**src/thermal_pkg.sv**
```systemverilog
// Shared constants and types for the thermal sensor register block
package thermal_pkg;

    // --------------------------------------------------------------
    // Register map
    // --------------------------------------------------------------
    localparam logic [7:0] REG_THERMAL_READING = 8'h00;
    localparam logic [7:0] REG_SETUP_AND_FLAGS = 8'h01;
    localparam logic [7:0] THERMAL_RESET = 8'h00;
    localparam logic [7:0] SETUP_RESET = 8'h00;
    localparam logic [7:0] POINTER_RESET = 8'h00;
    localparam int LOW_POWER_BIT = 7;
    localparam int READY_BIT = 6;

    // --------------------------------------------------------------
    // Reading format
    // --------------------------------------------------------------
    localparam int SAMPLE_WIDTH = 12;
    localparam int FRAC_BITS = 2;
    localparam logic [9:0] SAT_HIGH_WIDE = 10'h07F;
    localparam logic [9:0] SAT_LOW_WIDE = 10'h380;
    localparam logic [7:0] SAT_HIGH = 8'h7F;
    localparam logic [7:0] SAT_LOW = 8'h80;

    // --------------------------------------------------------------
    // Serial link
    // --------------------------------------------------------------
    localparam logic [3:0] BYTE_BITS = 4'h8;
    localparam logic [3:0] BIT_STEP = 4'h1;
    localparam logic [3:0] BIT_ZERO = 4'h0;
    localparam int DIR_BIT = 0;
    localparam logic [6:0] ADDR_DEFAULT = 7'h4D;

    typedef enum logic [6:0] {
        st_idle = 7'h01,
        st_addr = 7'h02,
        st_cmd = 7'h04,
        st_wdata = 7'h08,
        st_ack = 7'h10,
        st_rdata = 7'h20,
        st_mack = 7'h40
    } link_state_type;

    // Conversion result from the sensing front end, in quarter degrees
    typedef struct packed {
        logic valid;
        logic [SAMPLE_WIDTH-1:0] quarters;
    } sample_type;

    // Synchronised bus line levels
    typedef struct packed {
        logic scl;
        logic sda;
    } lines_type;

endpackage

```
**src/thermal_sensor_regs.sv**
```systemverilog
// Two-wire slave port and register set of the digital thermal sensor
`timescale 1ns/1ps
module thermal_sensor_regs (
    input wire logic clock,
    input wire logic nrst,
    input wire logic [6:0] dev_addr,
    input wire logic scl_pin,
    input wire logic sda_in,
    output logic sda_out,
    output logic sda_oe,
    input wire thermal_pkg::sample_type sample,
    output logic low_power_select,
    output logic data_ready
);

    // --------------------------------------------------------------
    // Reset release
    // --------------------------------------------------------------
    logic [1:0] rst_pipe_ff;
    logic rst_n;

    always_ff @(posedge clock or negedge nrst) begin
        if (!nrst) begin
            rst_pipe_ff <= 2'b00;
        end else begin
            rst_pipe_ff <= {rst_pipe_ff[0], 1'b1};
        end
    end

    assign rst_n = rst_pipe_ff[1];

    // --------------------------------------------------------------
    // Pin synchronisers
    // --------------------------------------------------------------
    // The bus clock is only sampled; its edges are found here
    thermal_pkg::lines_type meta_ff;
    thermal_pkg::lines_type sync_ff;
    thermal_pkg::lines_type prev_ff;
    logic [6:0] addr_meta_ff;
    logic [6:0] addr_sync_ff;

    always_ff @(posedge clock or negedge rst_n) begin
        if (!rst_n) begin
            meta_ff <= 2'b11;
            sync_ff <= 2'b11;
            prev_ff <= 2'b11;
        end else begin
            meta_ff <= {scl_pin, sda_in};
            sync_ff <= meta_ff;
            prev_ff <= sync_ff;
        end
    end

    // Address straps are static but still cross in from the pins
    always_ff @(posedge clock or negedge rst_n) begin
        if (!rst_n) begin
            addr_meta_ff <= thermal_pkg::ADDR_DEFAULT;
            addr_sync_ff <= thermal_pkg::ADDR_DEFAULT;
        end else begin
            addr_meta_ff <= dev_addr;
            addr_sync_ff <= addr_meta_ff;
        end
    end

    // --------------------------------------------------------------
    // Bus events
    // --------------------------------------------------------------
    logic scl_rise;
    logic scl_fall;
    logic start_seen;
    logic stop_seen;

    assign scl_rise = sync_ff.scl && !prev_ff.scl;
    assign scl_fall = !sync_ff.scl && prev_ff.scl;
    assign start_seen = sync_ff.scl && prev_ff.scl && prev_ff.sda && !sync_ff.sda;
    assign stop_seen = sync_ff.scl && prev_ff.scl && !prev_ff.sda && sync_ff.sda;

    // --------------------------------------------------------------
    // Register state
    // --------------------------------------------------------------
    logic [7:0] pointer_ff;
    logic [7:0] reading;
    logic ready;
    logic [7:0] setup_view;

    // Only the switch is stored; the flag and reserved bits are built here
    always_comb begin
        setup_view = thermal_pkg::SETUP_RESET;
        setup_view[thermal_pkg::LOW_POWER_BIT] = low_power_select;
        setup_view[thermal_pkg::READY_BIT] = ready;
    end

    function automatic logic [7:0] read_mux(
        input logic [7:0] ptr,
        input logic [7:0] temp_val,
        input logic [7:0] setup_val
    );
        logic [7:0] result;
        result = 8'h00;
        if (ptr == thermal_pkg::REG_THERMAL_READING) begin
            result = temp_val;
        end else if (ptr == thermal_pkg::REG_SETUP_AND_FLAGS) begin
            result = setup_val;
        end
        return result;
    endfunction

    // --------------------------------------------------------------
    // Link state machine
    // --------------------------------------------------------------
    thermal_pkg::link_state_type state_ff;
    thermal_pkg::link_state_type after_ack_ff;
    logic [3:0] bit_cnt_ff;
    logic [7:0] rx_shift_ff;
    logic [7:0] tx_shift_ff;
    logic host_nack_ff;
    logic sda_oe_ff;
    logic rx_state;
    logic rx_done;
    logic addr_match;
    logic cmd_take;
    logic wr_take;
    logic [7:0] read_value;

    assign rx_state = (state_ff == thermal_pkg::st_addr) ||
                      (state_ff == thermal_pkg::st_cmd) ||
                      (state_ff == thermal_pkg::st_wdata);
    assign rx_done = scl_fall && rx_state && (bit_cnt_ff == thermal_pkg::BYTE_BITS);
    assign addr_match = (rx_shift_ff[7:1] == addr_sync_ff);
    assign cmd_take = rx_done && (state_ff == thermal_pkg::st_cmd);
    assign wr_take = rx_done && (state_ff == thermal_pkg::st_wdata);
    assign read_value = read_mux(pointer_ff, reading, setup_view);

    always_ff @(posedge clock or negedge rst_n) begin
        if (!rst_n) begin
            state_ff <= thermal_pkg::st_idle;
            after_ack_ff <= thermal_pkg::st_idle;
            bit_cnt_ff <= thermal_pkg::BIT_ZERO;
            rx_shift_ff <= 8'h00;
            tx_shift_ff <= 8'h00;
            host_nack_ff <= 1'b0;
            sda_oe_ff <= 1'b0;
        end else if (start_seen) begin
            // Repeated start is taken in any state
            state_ff <= thermal_pkg::st_addr;
            bit_cnt_ff <= thermal_pkg::BIT_ZERO;
            sda_oe_ff <= 1'b0;
        end else if (stop_seen) begin
            state_ff <= thermal_pkg::st_idle;
            sda_oe_ff <= 1'b0;
        end else begin
            case (state_ff)
                thermal_pkg::st_addr, thermal_pkg::st_cmd, thermal_pkg::st_wdata: begin
                    if (scl_rise) begin
                        rx_shift_ff <= {rx_shift_ff[6:0], sync_ff.sda};
                        bit_cnt_ff <= bit_cnt_ff + thermal_pkg::BIT_STEP;
                    end else if (rx_done) begin
                        if (state_ff == thermal_pkg::st_addr && !addr_match) begin
                            state_ff <= thermal_pkg::st_idle;
                        end else begin
                            sda_oe_ff <= 1'b1;
                            state_ff <= thermal_pkg::st_ack;
                            if (state_ff != thermal_pkg::st_addr) begin
                                after_ack_ff <= thermal_pkg::st_wdata;
                            end else if (rx_shift_ff[thermal_pkg::DIR_BIT]) begin
                                after_ack_ff <= thermal_pkg::st_rdata;
                            end else begin
                                after_ack_ff <= thermal_pkg::st_cmd;
                            end
                        end
                    end
                end
                thermal_pkg::st_ack: begin
                    if (scl_fall) begin
                        bit_cnt_ff <= thermal_pkg::BIT_ZERO;
                        state_ff <= after_ack_ff;
                        if (after_ack_ff == thermal_pkg::st_rdata) begin
                            tx_shift_ff <= read_value;
                            sda_oe_ff <= !read_value[7];
                        end else begin
                            sda_oe_ff <= 1'b0;
                        end
                    end
                end
                thermal_pkg::st_rdata: begin
                    if (scl_rise) begin
                        bit_cnt_ff <= bit_cnt_ff + thermal_pkg::BIT_STEP;
                    end else if (scl_fall) begin
                        if (bit_cnt_ff == thermal_pkg::BYTE_BITS) begin
                            sda_oe_ff <= 1'b0;
                            state_ff <= thermal_pkg::st_mack;
                        end else begin
                            tx_shift_ff <= {tx_shift_ff[6:0], 1'b0};
                            sda_oe_ff <= !tx_shift_ff[6];
                        end
                    end
                end
                thermal_pkg::st_mack: begin
                    if (scl_rise) begin
                        host_nack_ff <= sync_ff.sda;
                    end else if (scl_fall) begin
                        bit_cnt_ff <= thermal_pkg::BIT_ZERO;
                        if (host_nack_ff) begin
                            state_ff <= thermal_pkg::st_idle;
                        end else begin
                            // Host wants more: resend the same register
                            tx_shift_ff <= read_value;
                            sda_oe_ff <= !read_value[7];
                            state_ff <= thermal_pkg::st_rdata;
                        end
                    end
                end
                default: begin
                    sda_oe_ff <= 1'b0;
                end
            endcase
        end
    end

    // --------------------------------------------------------------
    // Command pointer
    // --------------------------------------------------------------
    // Kept across transfers so a plain read reuses the last command
    always_ff @(posedge clock or negedge rst_n) begin
        if (!rst_n) begin
            pointer_ff <= thermal_pkg::POINTER_RESET;
        end else if (cmd_take) begin
            pointer_ff <= rx_shift_ff;
        end
    end

    // --------------------------------------------------------------
    // Standby switch
    // --------------------------------------------------------------
    // Only the switch bit is written; the rest of the byte is dropped
    always_ff @(posedge clock or negedge rst_n) begin
        if (!rst_n) begin
            low_power_select <= 1'b0;
        end else if (wr_take && pointer_ff == thermal_pkg::REG_SETUP_AND_FLAGS) begin
            low_power_select <= rx_shift_ff[thermal_pkg::LOW_POWER_BIT];
        end
    end

    // --------------------------------------------------------------
    // Conversion capture
    // --------------------------------------------------------------
    temp_capture capture (
        .clock(clock),
        .rst_n(rst_n),
        .sample(sample),
        .low_power(low_power_select),
        .reading_ff(reading),
        .ready_ff(ready)
    );

    // --------------------------------------------------------------
    // Outputs
    // --------------------------------------------------------------
    // Open drain: only ever pulls low
    assign sda_out = 1'b0;
    assign sda_oe = sda_oe_ff;
    assign data_ready = ready;

endmodule

```
**src/temp_capture.sv**
```systemverilog
// Converts samples to whole degrees and keeps the reading and ready flag
`timescale 1ns/1ps
module temp_capture (
    input wire logic clock,
    input wire logic rst_n,
    input wire thermal_pkg::sample_type sample,
    input wire logic low_power,
    output logic [7:0] reading_ff,
    output logic ready_ff
);

    // --------------------------------------------------------------
    // Floor and saturate
    // --------------------------------------------------------------
    logic [9:0] whole;
    logic [7:0] nxt_reading;

    // Arithmetic shift drops the fraction, which rounds toward minus
    assign whole = sample.quarters[thermal_pkg::SAMPLE_WIDTH-1:thermal_pkg::FRAC_BITS];

    always_comb begin
        if (!whole[9] && (whole > thermal_pkg::SAT_HIGH_WIDE)) begin
            nxt_reading = thermal_pkg::SAT_HIGH;
        end else if (whole[9] && (whole < thermal_pkg::SAT_LOW_WIDE)) begin
            nxt_reading = thermal_pkg::SAT_LOW;
        end else begin
            nxt_reading = whole[7:0];
        end
    end

    // --------------------------------------------------------------
    // Reading register
    // --------------------------------------------------------------
    always_ff @(posedge clock or negedge rst_n) begin
        if (!rst_n) begin
            reading_ff <= thermal_pkg::THERMAL_RESET;
        end else if (sample.valid && !low_power) begin
            // Loaded in the same edge that raises the ready flag
            reading_ff <= nxt_reading;
        end
    end

    // --------------------------------------------------------------
    // Data ready flag
    // --------------------------------------------------------------
    // Standby dominates: a sample landing as standby engages is dropped
    always_ff @(posedge clock or negedge rst_n) begin
        if (!rst_n) begin
            ready_ff <= 1'b0;
        end else if (low_power) begin
            ready_ff <= 1'b0;
        end else if (sample.valid) begin
            ready_ff <= 1'b1;
        end
    end

endmodule

```
**config.mk**
```make
export PLATFORM = sky130hd
export DESIGN_NAME = thermal_sensor_regs
export DESIGN_NICKNAME = d
export VERILOG_FILES = /design/src/thermal_pkg.sv /design/src/thermal_sensor_regs.sv /design/src/temp_capture.sv
export SDC_FILE = /design/constraint.sdc
export NUM_CORES = 1
export LEC_CHECK = 0
export BUFFER_PORTS_ARGS = -buffer_cell sky130_fd_sc_hd__buf_2
export CORE_MARGIN = 2
export CORE_UTILIZATION = 40
export CTS_CLUSTER_DIAMETER = 40
export DETAILED_ROUTE_END_ITERATION = 12
export SYNTH_ARGS = -nofsm -noshare
export SYNTH_HDL_FRONTEND = slang
export SYNTH_SLANG_ARGS = --single-unit
```
**constraint.sdc**
```tcl
create_clock -name clock -period 3 [get_ports clock]
set_input_delay 0.15 -clock clock [delete_from_list [all_inputs] [get_ports clock]]
set_output_delay 0.15 -clock clock [all_outputs]
set_load 0.1 [all_outputs]
```
### Word level (Yosys, flattened, before mapping)

Index checks and enable logic that the tools add are counted.

* add/subtract/negate cells: 1
* magnitude comparators: 2
* eq/ne operators: 32
* multiplexer cells: 50
* bitwise operators: 4
* reduce and logical (&&, ||, !) cells: 41

Operator list (number)
* 7-bit two-way mux: 18
* 4-bit inequality test, second input constant: 10
* 8-bit two-way mux: 4
* 7-bit one-hot mux with 4 select lines: 1
* 7-bit one-hot mux with 3 select lines: 1
* 4-bit two-way mux: 5
* 6-bit two-way mux: 3
* 2-bit inequality test, second input constant: 9
* 9-bit AND reduction: 2
* 1-bit logical AND: 16
* 1-bit two-way mux: 15
* 7-bit by 6-bit == test with 1-bit output, second input constant: 2
* 4-bit one-hot mux with 3 select lines: 1
* 4-bit AND reduction: 3
* 11-bit AND reduction: 1
* 10-bit by 7-bit > comparator with 1-bit output, second input constant: 1
* 10-bit < comparator, second input constant: 1
* 1-bit zero test: 9
* 8-bit by 1-bit == test with 1-bit output, second input constant: 1
* 8-bit zero test: 1
* 7-bit by 2-bit == test with 1-bit output, second input constant: 1
* 7-bit by 3-bit == test with 1-bit output, second input constant: 1
* 7-bit by 4-bit == test with 1-bit output, second input constant: 1
* 7-bit by 5-bit == test with 1-bit output, second input constant: 1
* 18 further kinds: 22

* register bits: 75
* input bits: 24
* output and inout bits: 4
* word-level logic and storage cells: 150

### Depth between registers and ports, before layout

Gate-level depths: netlist of run 1.

* word-level depth: 10
* mapped depth: 8
* depth with buffers taken out: 7

### Hierarchy

Synthesis of run 1 repeated with hierarchy kept, for this count alone.

* cell total of the unflattened synthesis: 285
* area total of the unflattened synthesis: 3374.5 um^2

By module, submodules not included
* thermal_sensor_regs: times used 1, cells an instance 234, area an instance 2876.5 um^2, seq. area each 1596.5 um^2
* temp_capture: times used 1, cells an instance 51, area an instance 498.0 um^2, seq. area each 225.2 um^2

### Least setup slack after synthesis of run 1

OpenSTA, ideal clock, no wires.

* kind: reg2reg
* start: reg state_ff[1]
* end: reg tx_shift_ff[1]
* library setup time: 0.125 ns
* arrival: 1.976 ns
* setup slack: 0.899 ns
* stages on the path, launching flop included: 7
* cell sequence: dfrtp_1 -> buf_2 -> nor4_4 -> nor4b_1 -> nand2_1 -> nand4_2 -> mux2_2

* longest elaborated chain between the ends: 3
* elaborated cells on any way between the ends: 14
* those cells by class: eq/ne: 11; mux: 1; reduce/logical: 2

RTL lines
* start: declaration: line thermal_sensor_regs.sv:111 `thermal_pkg::link_state_type state_ff;`
* start signal: assignment: line thermal_sensor_regs.sv:136 `state_ff <= thermal_pkg::st_idle;`
* start signal: assignment: line thermal_sensor_regs.sv:145 `state_ff <= thermal_pkg::st_addr;`
* start signal: assignment: line thermal_sensor_regs.sv:149 `state_ff <= thermal_pkg::st_idle;`
* 7-bit by 5-bit == test with 1-bit output (tied with other cells): line thermal_sensor_regs.sv:152 `case (state_ff)`
* 2-bit inequality test (no source line) / 3-bit nonzero test (equally long branches)
* 11-bit AND reduction (no source line)
* end signal: assignment: line thermal_sensor_regs.sv:178 `tx_shift_ff <= read_value;`
* end signal: assignment: line thermal_sensor_regs.sv:193 `tx_shift_ff <= {tx_shift_ff[6:0], 1'b0};`
* end signal: assignment: line thermal_sensor_regs.sv:207 `tx_shift_ff <= read_value;`
* end: declaration: line thermal_sensor_regs.sv:115 `logic [7:0] tx_shift_ff;`

Parallel ways exist; a longest one is shown, timed or not.
A chain may end at the register's enable or synchronous reset.

### Worst setup path in the final report of run 1

* start: reg state_ff[5]
* end: reg pointer_ff[1]

* longest elaborated chain between the ends: 6
* elaborated cells on any way between the ends: 8
* those cells by class: eq/ne: 3; reduce/logical: 5

RTL lines
* 7-bit by 2-bit == test with 1-bit output / 7-bit by 3-bit == test with 1-bit output (equally long branches): line thermal_sensor_regs.sv:125, thermal_sensor_regs.sv:126, thermal_sensor_regs.sv:130
* 1-bit logical OR: line thermal_sensor_regs.sv:125 `assign rx_state = (state_ff == thermal_pkg::st_addr) ||`
* 1-bit logical OR: line thermal_sensor_regs.sv:126 `(state_ff == thermal_pkg::st_cmd) ||`
* 1-bit logical AND (2 in a row): line thermal_sensor_regs.sv:128 `assign rx_done = scl_fall && rx_state && (bit_cnt_ff == thermal_pkg::BYTE_BITS);`
* 1-bit logical AND (*): line thermal_sensor_regs.sv:130 `assign cmd_take = rx_done && (state_ff == thermal_pkg::st_cmd);`
* end signal: assignment: line thermal_sensor_regs.sv:226 `pointer_ff <= thermal_pkg::POINTER_RESET;`
* end signal: assignment: line thermal_sensor_regs.sv:228 `pointer_ff <= rx_shift_ff;`
* end: declaration: line thermal_sensor_regs.sv:81 `logic [7:0] pointer_ff;`

Every way passes the cells marked *; elsewhere a longest branch is shown, timed or not.

==> impl_results.md, run 1 <==
- Worst setup EP type: register
- Arr. time, crit path: 2650 ps
- Final Cell Area: 0.00383 mm²
- Area Growth Syn to Fin: 16.0%
- Routed Antenna Nets: 0
- Hold crit path type: input pin to register
- Synth warn: 0
- Die Y: 94.8 µm
- Max Freq: 0.415 GHz
- Initial Utilization: 40.8%
- DRC viols: 0
- Sequential share of the synthesized area: 55.2%
- Initial antenna violation count: 0
- Critical path peak fanout: 9
- Mapped Avg Cell Area: 11.4 µm²
- Asr flop ratio synth: 100%
- Vias per cell: 5.06
- Clk Tree Root Cell: clkbuf_8
- Share of cells above drive strength 1: 29.3%
- Max Cap Violations: 0
- Core area: 0.00809 mm²
- Number of global-route vias before repair: 2186
- First-pass DRT Iterations: 4
- Setup WS post-layout: 587 ps
- Crit Path Class: register to register
- Hold Vio Cnt, Final: 0
- Drt wl/cell: 13.9 µm
- Final Net Count: 352
- Largest net degree at the start of global routing: 39
- Num rows: 33
- H-Tree Depth: 3
- Clk buf depth: 2
- DP HPWL: 4260 µm
- Setup TNS: 0 ps
- RSZ-0062 raised after global routing: no
- Post-Route WL: 6070 µm
- Power Dens Cells: 630 mW/mm²
- Synth Register Bits: 72
- Reg clk slew, reported paths: 80 ps
- Post-Syn Area: 0.00330 mm²
- Final Setup Violations: 0
- Gr ovfl total: 0
- Worst skew pair latency: 350 ps
- Die width: 94.8 µm
- DP Area: 0.00352 mm²
- Final Instance Count excl. Fillers: 436
- Synth top cells by count: dfrtp_1, nand2_1, mux2_2, nor2_1
- Synth cell types: 47
- Num ports: 28
- Port Buffers: 24
- Slew of the pin with the lowest slew margin: 796 ps
- Num CTS Buffers: 9
- Placed Cells: 410
- EDFF count, synth: 0
- Min cycle time layout: 2410 ps
- Fin Clk Skew: 9.11 ps
- Max_slew headroom: 46.2%
- Routed via count: 2208
- Ant. Diodes: 0
- CP required: 3240 ps
- Gp weighted congestion: 0.912
- Filler Cells Inserted: 805
- CTS tree: built
- Syn_nets: 315
- Dpl ws: 617 ps
- Pleak: 1.77 nW
- Clock sinks: 72
- Status: complete, no violations
- Top-area cell type share of the netlist area: 42.5%
- Period utilisation layout: 80.4%
- Max-slew violations: 0
- Peak VDD IR: 348 µV
- GRT Overall Usage: 15.3%
- Synth area leaders: dfrtp_1, dfstp_2, mux2_2, nand2_1, mux2i_1
- Setup crit start kind: register
- Main synth FF type: dfrtp_1
- Final core occ: 47.3%
- Die Area: 0.00899 mm²
- Global-route wire length before repair: 10300 µm
- Synth area leader: dfrtp_1
- Mapped Cells: 289
- DRC marker count from the first detailed-route iteration: 94
- CTS resizes: 0
- Most common cell in the synthesized netlist: dfrtp_1
## layout make-up
class                           count  area (µm²)  area share [%]
Tap cell                          105         131            3.43
Clock buffer                        9         124            3.24
Multi-Input combinational cell    198        1380            36.1
Clock inverter                      7        82.6            2.16
Timing Repair Buffer               37         255            6.67
Sequential cell                    72        1820            47.6
Inverter                            8        30.0           0.785
## report_power, final
group          switching, mW  internal, mW  leakage, nW  total [mW]
Clock                  0.399         0.398       0.0988       0.797
Sequential             0.103          1.07        0.900        1.17
Combinational          0.240         0.202        0.776       0.442
## logic make-up after synthesis
family	count (synthesis)	synth area share, %
AOI/OAI and AO/OA	43	8.91
xor gates and xnor gates	11	2.92
adders and majority gates	2	0.758
buffers and inverters	19	2.92
DFF	72	55.2
muxes	40	13.8
other	2	0.228
and+or+nand+nor	100	15.3
## worst paths after layout
kind	start	to	slack (ps)	depth (start not counted)
min reg2reg	rst_pipe_ff[1]	addr_meta_ff[4]	320	0
max reg2reg	state_ff[5]	pointer_ff[1]	590	4
max	state_ff[5]	pointer_ff[1]	590	4
min	sample[12]	capture.ready_ff	50	3
max in group asynchronous	rst_pipe_ff[1]	sync_ff[1]	1990	1
min in group asynchronous	nrst	rst_pipe_ff[1]	100	2
## what timing repair did
| action | in CTS | in global routing |
|---|---|---|
| hold endpoints to repair | 11 | 0 |
| setup buffers | 0 | 0 |
| hold buffers | 10 | 0 |
## through the flow
step | hold slack (ps) | power (mW)
final | 52.5 | 2.41
after detailed placement | -62.9 | 1.63
after CTS | 38.2 | 2.44
after global routing | 62.7 | 2.54
after global placement | -64.9 | 1.61
after floorplan | -146 | 1.52
## placed cells by master (no fill, tap or decap), types with 6 or more instances in the layout
| master | netlist | final |
|---|---|---|
| dfrtp_1 | 56 | 55 |
| xnor2_1 | 7 | 7 |
| mux2_2 | 27 | 27 |
| dfstp_2 | 16 | 16 |
| a21oi_1 | 6 | 6 |
| nand2_1 | 41 | 41 |
| mux2i_1 | 9 | 9 |
| nor2_1 | 21 | 21 |
| buf_2 | 5 | 24 |
| o21ai_0 | 16 | 16 |
| inv_1 | 8 | 8 |
| dlygate4sd3_1 | 0 | 10 |
| clkbuf_8 | 0 | 9 |
## critical path, cell delays in order, from the launching register on
cell,delay (ps)
dfrtp_1,480
or4_4,580
nor4_1,470
nand3b_1,390
mux2_2,380
## state kept, by name, indices dropped and copies added (netlist names)
signal	flops
bit_cnt_ff	4
rx_shift_ff	8
addr_sync_ff	7
meta_ff	2
sync_ff	2
state_ff	7
rst_pipe_ff	2
capture.reading_ff	8
host_nack_ff	1
after_ack_ff	4
pointer_ff	8
addr_meta_ff	7
capture.ready_ff	1
tx_shift_ff	7
low_power_select	1
sda_oe	1
prev_ff	2
## routing by layer
| metal | track usage [%] | up-vias | routed length, µm |
|---|---|---|---|
| li1 | - | 1078 | - |
| met4 | 7.25 | 0 | 130 |
| met5 | 0 | - | 0 |
| met3 | 3.75 | 11 | 251 |
| met1 | 19.4 | 1060 | 2810 |
| met2 | 24.5 | 59 | 2880 |
Power figures use the tool's default switching activity.
==> inputs of run 2 (changes only) <==
--- a/config.mk
+++ b/config.mk
@@ -5,6 +5,7 @@
 export SDC_FILE = /design/constraint.sdc
 export NUM_CORES = 1
 export LEC_CHECK = 0
+export ABC_AREA = 1
 export BUFFER_PORTS_ARGS = -buffer_cell sky130_fd_sc_hd__buf_2
 export CORE_MARGIN = 2
 export CORE_UTILIZATION = 40
==> constraint.sdc (replaced) <==
create_clock -name clock -period 2.25 [get_ports clock]
set_input_delay 0.1125 -clock clock [delete_from_list [all_inputs] [get_ports clock]]
set_output_delay 0.1125 -clock clock [all_outputs]
set_load 0.1 [all_outputs]
==> impl_results.md, run 2 <==
- Clk Tree Root Cell: clkbuf_8
- Routed via count: 2655
- Final Instance Count excl. Fillers: 557
- Setup TNS: 0 ps
- GRT Overall Usage: 15.2%
- Core area: 0.00872 mm²
- DP Area: 0.00385 mm²
- Gp weighted congestion: 0.875
- Synth cell types: 38
- Pleak: 1.95 nW
- Most frequent cells in the layout: nand2_1, dfrtp_1, inv_1
- R2R Setup Slk: 470 ps
- Final Setup Violations: 0
- Die Area: 0.00978 mm²
- Routed Antenna Nets: 0
- Asr flop ratio synth: 100%
- Arr. time, crit path: 2020 ps
- Post-Route WL: 6770 µm
- Regs by FF count: capture.reading_ff: 8 flops, pointer_ff: 8 flops, rx_shift_ff: 8 flops
- Crit Path Class: register to register
- Vias per cell: 4.77
- Initial Utilization: 41.3%
- Synth top cells by count: nand2_1, dfrtp_1, inv_1, nor2_1, o21ai_0
- DP HPWL: 4980 µm
- Global-route wire length before repair: 11800 µm
- Area of the multi-input gates: 0.00153 mm²
- Number of global-route vias before repair: 2571
- Hold depth: 3
- Hold Vio Cnt, Final: 0
- NetSw: 1.15 mW
- CP required: 2490 ps
- EDFF count, synth: 0
- Slowest CP cell: dfrtp_1
- CTS resizes: 0
- Reg clk slew, reported paths: 80 ps
- Hold buffer count at CTS: 11
- H-Tree Depth: 3
- Main synth FF type: dfrtp_1
- Post-Syn Area: 0.00360 mm²
- Sequential group share of total power: 44.1%
- Ant. Diodes: 0
- Final Cell Area: 0.00418 mm²
- Setup crit start kind: register
- DRC viols: 0
- Fin Clk Skew: 12.1 ps
- Min cycle time layout: 1780 ps
- Clock sinks: 72
- Largest net degree at the start of global routing: 45
- Reg2reg start: bit_cnt_ff[0]
- Synth area leaders: dfrtp_1, dfstp_2, nand2_1, inv_1, o21ai_0
- Gr ovfl total: 0
- Max Cap Violations: 0
- Sequential share of the synthesized area: 50.6%
- Die Y: 98.9 µm
- Worst skew pair latency: 350 ps
- Period utilisation layout: 79.2%
- Hold crit path type: input pin to register
- Setup bufs post-CTS: 0
- Num ports: 28
- Final Net Count: 470
- Switching Share: 33.2%
- First-pass DRT Iterations: 4
- RSZ-0062 raised after global routing: no
- Worst setup EP type: register
- Logic pwr share: 22.9%
- Share of cells above drive strength 1: 27.2%
- Area Growth Syn to Fin: 16.0%
- Commonest non-fill, non-tap cell in the layout: nand2_1
- Synth warn: 0
- Status: complete, no violations
- Hold-critical path endpoint: capture.reading_ff[4]
- Worst reg2reg endpoint: state_ff[3]
- FF/Latch Area: 0.00182 mm²
- Slowest Stage Delay on Critical Path: 420 ps
- Worst Hold Launch: sample[6]
- Initial antenna violation count: 0
- Max-slew violations: 0
- Max Freq: 0.561 GHz
- Peak VDD IR: 506 µV
- Die width: 98.9 µm
- Drt wl/cell: 12.1 µm
- CTS tree: built
- Pint: 2.31 mW
- Slew of the pin with the lowest slew margin: 610 ps
- Port Buffers: 24
- Placed Cells: 530
- Hold_ws: 44.9 ps
- Max_slew headroom: 59.3%
- Power Dens Cells: 828 mW/mm²
- Filler Cells Inserted: 829
- Top-area cell type share of the netlist area: 38.9%
- Synth area leader: dfrtp_1
- DRC marker count from the first detailed-route iteration: 131
- Critical path peak fanout: 7
- Reg2Reg Depth: 11
- Clk pwr share: 33.0%
- Num rows: 34
- Most common cell in the synthesized netlist: nand2_1
- Grt peak-use layer: met2
- GR Util met2: 24.0%
- Num CTS Buffers: 9
- Syn_nets: 427
- Mapped Cells: 401
- GR Util met3: 3.69%
- Most used cell, CP: nand2_1
- Clk buf depth: 2
- Mapped Avg Cell Area: 8.99 µm²
- GRT met1 Usage: 20.4%
- Synth Register Bits: 72
- Crit-path cells: inv_1 > ha_1 > nand2_1 > nor2_2 > inv_1 > nor2_4 > nor2_2 > a21oi_4 > nand3_4 > nand2_1 > nand2_1
run 2: worst max-delay path by stage:
stage                                  to  cells after the start      startpoint  slack, ps
final                         state_ff[3]                     11   bit_cnt_ff[0]        470
after global routing               sda_oe                     13   bit_cnt_ff[0]        260
after CTS                     state_ff[3]                     11   bit_cnt_ff[0]        460
after detailed placement      state_ff[6]                     11   bit_cnt_ff[0]        470
after global placement        state_ff[4]                     11   bit_cnt_ff[0]        480
after floorplan           addr_meta_ff[1]                      0  rst_pipe_ff[1]        120
run 2: kinds of logic after synthesis:
kind of cell             share of synthesized area, %
AO/OA/AOI/OAI                                    10.5
buffers and inverters                            6.87
flip-flops                                       50.6
adder cells (fa/ha/maj)                         0.694
AND/OR/NAND/NOR                                  29.1
XOR/XNOR                                         1.70
other                                           0.208
multiplexers                                    0.312
run 2: through the flow:
step                setup WS (ps)  utilization, %  power (mW)
finish                        469            47.9        3.46
global placement              485            44.1        2.31
global route                  263            47.9        3.67
detailed placement            472            44.1        2.33
floorplan                     124               -        2.16
CTS                           457            47.9        3.50
run 2: power groups by stage:
| stage | sequential [mW] | clock (mW) | combinational [mW] |
|---|---|---|---|
| 5_1_grt | 1.54 | 1.23 | 0.902 |
| 6_report | 1.53 | 1.14 | 0.793 |
| 3_5_place_dp | 1.55 | 0 | 0.785 |
| 4_1_cts | 1.53 | 1.17 | 0.801 |
| 3_3_place_gp | 1.55 | 0 | 0.770 |
| 2_1_floorplan | 1.57 | 0 | 0.596 |
run 2: area by class of cell:
| class | count | area share (%) |
|---|---|---|
| clock buffers | 10 | 3.05 |
| clock inverters | 6 | 2.24 |
| inverters | 54 | 5.00 |
| multi-input cells | 270 | 36.7 |
| flip-flops and latches | 72 | 43.6 |
| well taps | 108 | 3.23 |
| repair buffers | 37 | 6.17 |
run 2: routing by layer:
metal / up-vias / wire length, µm
met5: - / 0
met2: 39 / 3110
met4: 0 / 123
met3: 10 / 270
li1: 1353 / -
met1: 1253 / 3260
run 2: worst max-delay path: cells and delay by family, from the launching register on:
family	cells	cell delay (ps)
AO/OA/AOI/OAI	1	220
adder cells (fa/ha/maj)	1	150
buffers and inverters	2	190
flip-flops	1	420
AND/OR/NAND/NOR	7	710
==> inputs of run 3 (changes only) <==
--- a/config.mk
+++ b/config.mk
@@ -5,7 +5,7 @@
 export SDC_FILE = /design/constraint.sdc
 export NUM_CORES = 1
 export LEC_CHECK = 0
-export ABC_AREA = 1
+export ABC_AREA = 0
 export BUFFER_PORTS_ARGS = -buffer_cell sky130_fd_sc_hd__buf_2
 export CORE_MARGIN = 2
 export CORE_UTILIZATION = 40
==> constraint.sdc (replaced) <==
create_clock -name clock -period 1.5 [get_ports clock]
set_input_delay 0.075 -clock clock [delete_from_list [all_inputs] [get_ports clock]]
set_output_delay 0.075 -clock clock [all_outputs]
set_load 0.1 [all_outputs]
==> impl_results.md, run 3 (same netlist as run 1, synthesis figures left out) <==
- Num ports: 28
- Hold crit path type: input pin to asynchronous set/reset pin
- Gp weighted congestion: 0.835
- Fin Clk Skew: 11.1 ps
- Share of cells above drive strength 1: 44.5%
- Die Area: 0.00899 mm²
- DP HPWL: 4980 µm
- Critical path peak fanout: 6
- First-pass DRT Iterations: 4
- Clk Tree Root Cell: clkbuf_8
- Min cycle time layout: 2050 ps
- Worst skew pair latency: 350 ps
- Initial antenna violation count: 0
- DRC viols: 0
- Core area: 0.00809 mm²
- Hold Vio Cnt, Final: 0
- Vias per cell: 4.94
- Largest net degree at the start of global routing: 41
- Arr. time, crit path: 2290 ps
- Max Freq: 0.487 GHz
- Worst setup EP type: register
- Area Growth Syn to Fin: 33.9%
- Clock sinks: 72
- Die width: 94.8 µm
- Power Dens Cells: 1190 mW/mm²
- RSZ-0062 raised after global routing: yes
- Reg clk slew, reported paths: 80 ps
- Global-route wire length before repair: 12000 µm
- H-Tree Depth: 3
- Die Y: 94.8 µm
- Number of global-route vias before repair: 2459
- Commonest non-fill, non-tap cell in the layout: buf_4
- Regs by FF count: capture.reading_ff: 8 flops, pointer_ff: 8 flops, rx_shift_ff: 8 flops
- DRC marker count from the first detailed-route iteration: 101
- Gr ovfl total: 0
- Max-slew violations: 0
- Num CTS Buffers: 9
- Drt wl/cell: 14.0 µm
- Final Setup Violations: 41
- Power, Total: 5.24 mW
- Most frequent cells in the layout: buf_4, dfrtp_1, nand2_1
- Initial Utilization: 40.8%
- Pleak: 2.12 nW
- Peak VDD IR: 691 µV
- GRT Overall Usage: 17.7%
- Clk buf depth: 2
- CP required: 1730 ps
- Dpl ws: -606 ps
- Port Buffers: 24
- Setup WS post-layout: -553 ps
- Routed via count: 2458
- Max_slew headroom: 65.2%
- Period utilisation layout: 137%
- Routed Antenna Nets: 0
- Ant. Diodes: 0
- Post-Route WL: 6960 µm
- Final Net Count: 414
- Status: finished, violations left
- Setup crit start kind: register
- Max Cap Violations: 0
- Violated checks: negative setup slack
- Slew of the pin with the lowest slew margin: 515 ps
- CTS tree: built
- Num rows: 33
- Crit Path Class: register to register
- Hold_ws: 32.8 ps
[run 3: cell count changes in the layout (fill, tap and decap cells not counted), sizes merged, moves of 23 or more]
cell	before	now
nand2	107	41
buf	26	88
inv	53	12
nor2	53	21
mux2	1	31
o21ai	41	16
nand3	25	2
[run 3: worst paths after layout]
kind                                               to  cells past startpoint            from  slack [ps]
min in group clock              capture.reading_ff[2]                      3       sample[4]          40
max in group asynchronous                  meta_ff[0]                      1  rst_pipe_ff[1]         810
worst max-delay path                      state_ff[5]                      5     state_ff[4]        -550
worst max register to register            state_ff[5]                      5     state_ff[4]        -550
worst min register to register          pointer_ff[0]                      1  rst_pipe_ff[1]         290
worst min-delay path                   rst_pipe_ff[1]                      2            nrst          30
[run 3: repair_timing]
item / in CTS / in global routing
hold buffers: 11 / 0
setup endpoints to repair: 41 / 41
pin swaps: 3 / 1
resized for setup: 17 / 2
hold endpoints to repair: 12 / 0
setup buffers: 1 / 0
[run 3: through the flow]
stage,setup TNS [ps],std cells,utilization (%),instance area (µm²)
after floorplan,-15820,289,-,3330
after global placement,-18810,470,49.5,4010
after detailed placement,-18800,470,49.5,4010
after CTS,-17020,498,54.5,4410
after global routing,-20870,498,54.6,4420
final,-17930,498,54.6,4420
[run 3: where the power goes]
group	total, mW	internal, mW	switching, mW
Combinational	1.33	0.697	0.636
Clock	1.62	0.806	0.814
Sequential	2.29	2.14	0.152
Total	5.24	3.64	1.60
[run 3: per-layer routing]
metal  part of all wire, %  track usage [%]  up-vias
met5                     0                0        -
met4                   2.5             9.06        0
met3                   3.4             3.27       14
met2                    48             28.5       46
met1                    46             22.6     1190
li1                      -                -     1208
[run 3: layout make-up]
cell class              count  area, µm²
fillers                   748       3670
inverters                   8       30.0
well taps                 105        131
flip-flops and latches     72       1830
multi-input cells         198       1490
clock buffers               9        124
repair buffers             99        734
clock inverters             7       86.3
[run 3: critical path: stages, from the launching register on]
cell and delay (ps):
dfrtp_1 400, or4_4 580, a211oi_4 240, or4_1 180, o211a_4 230, mux2_4 300
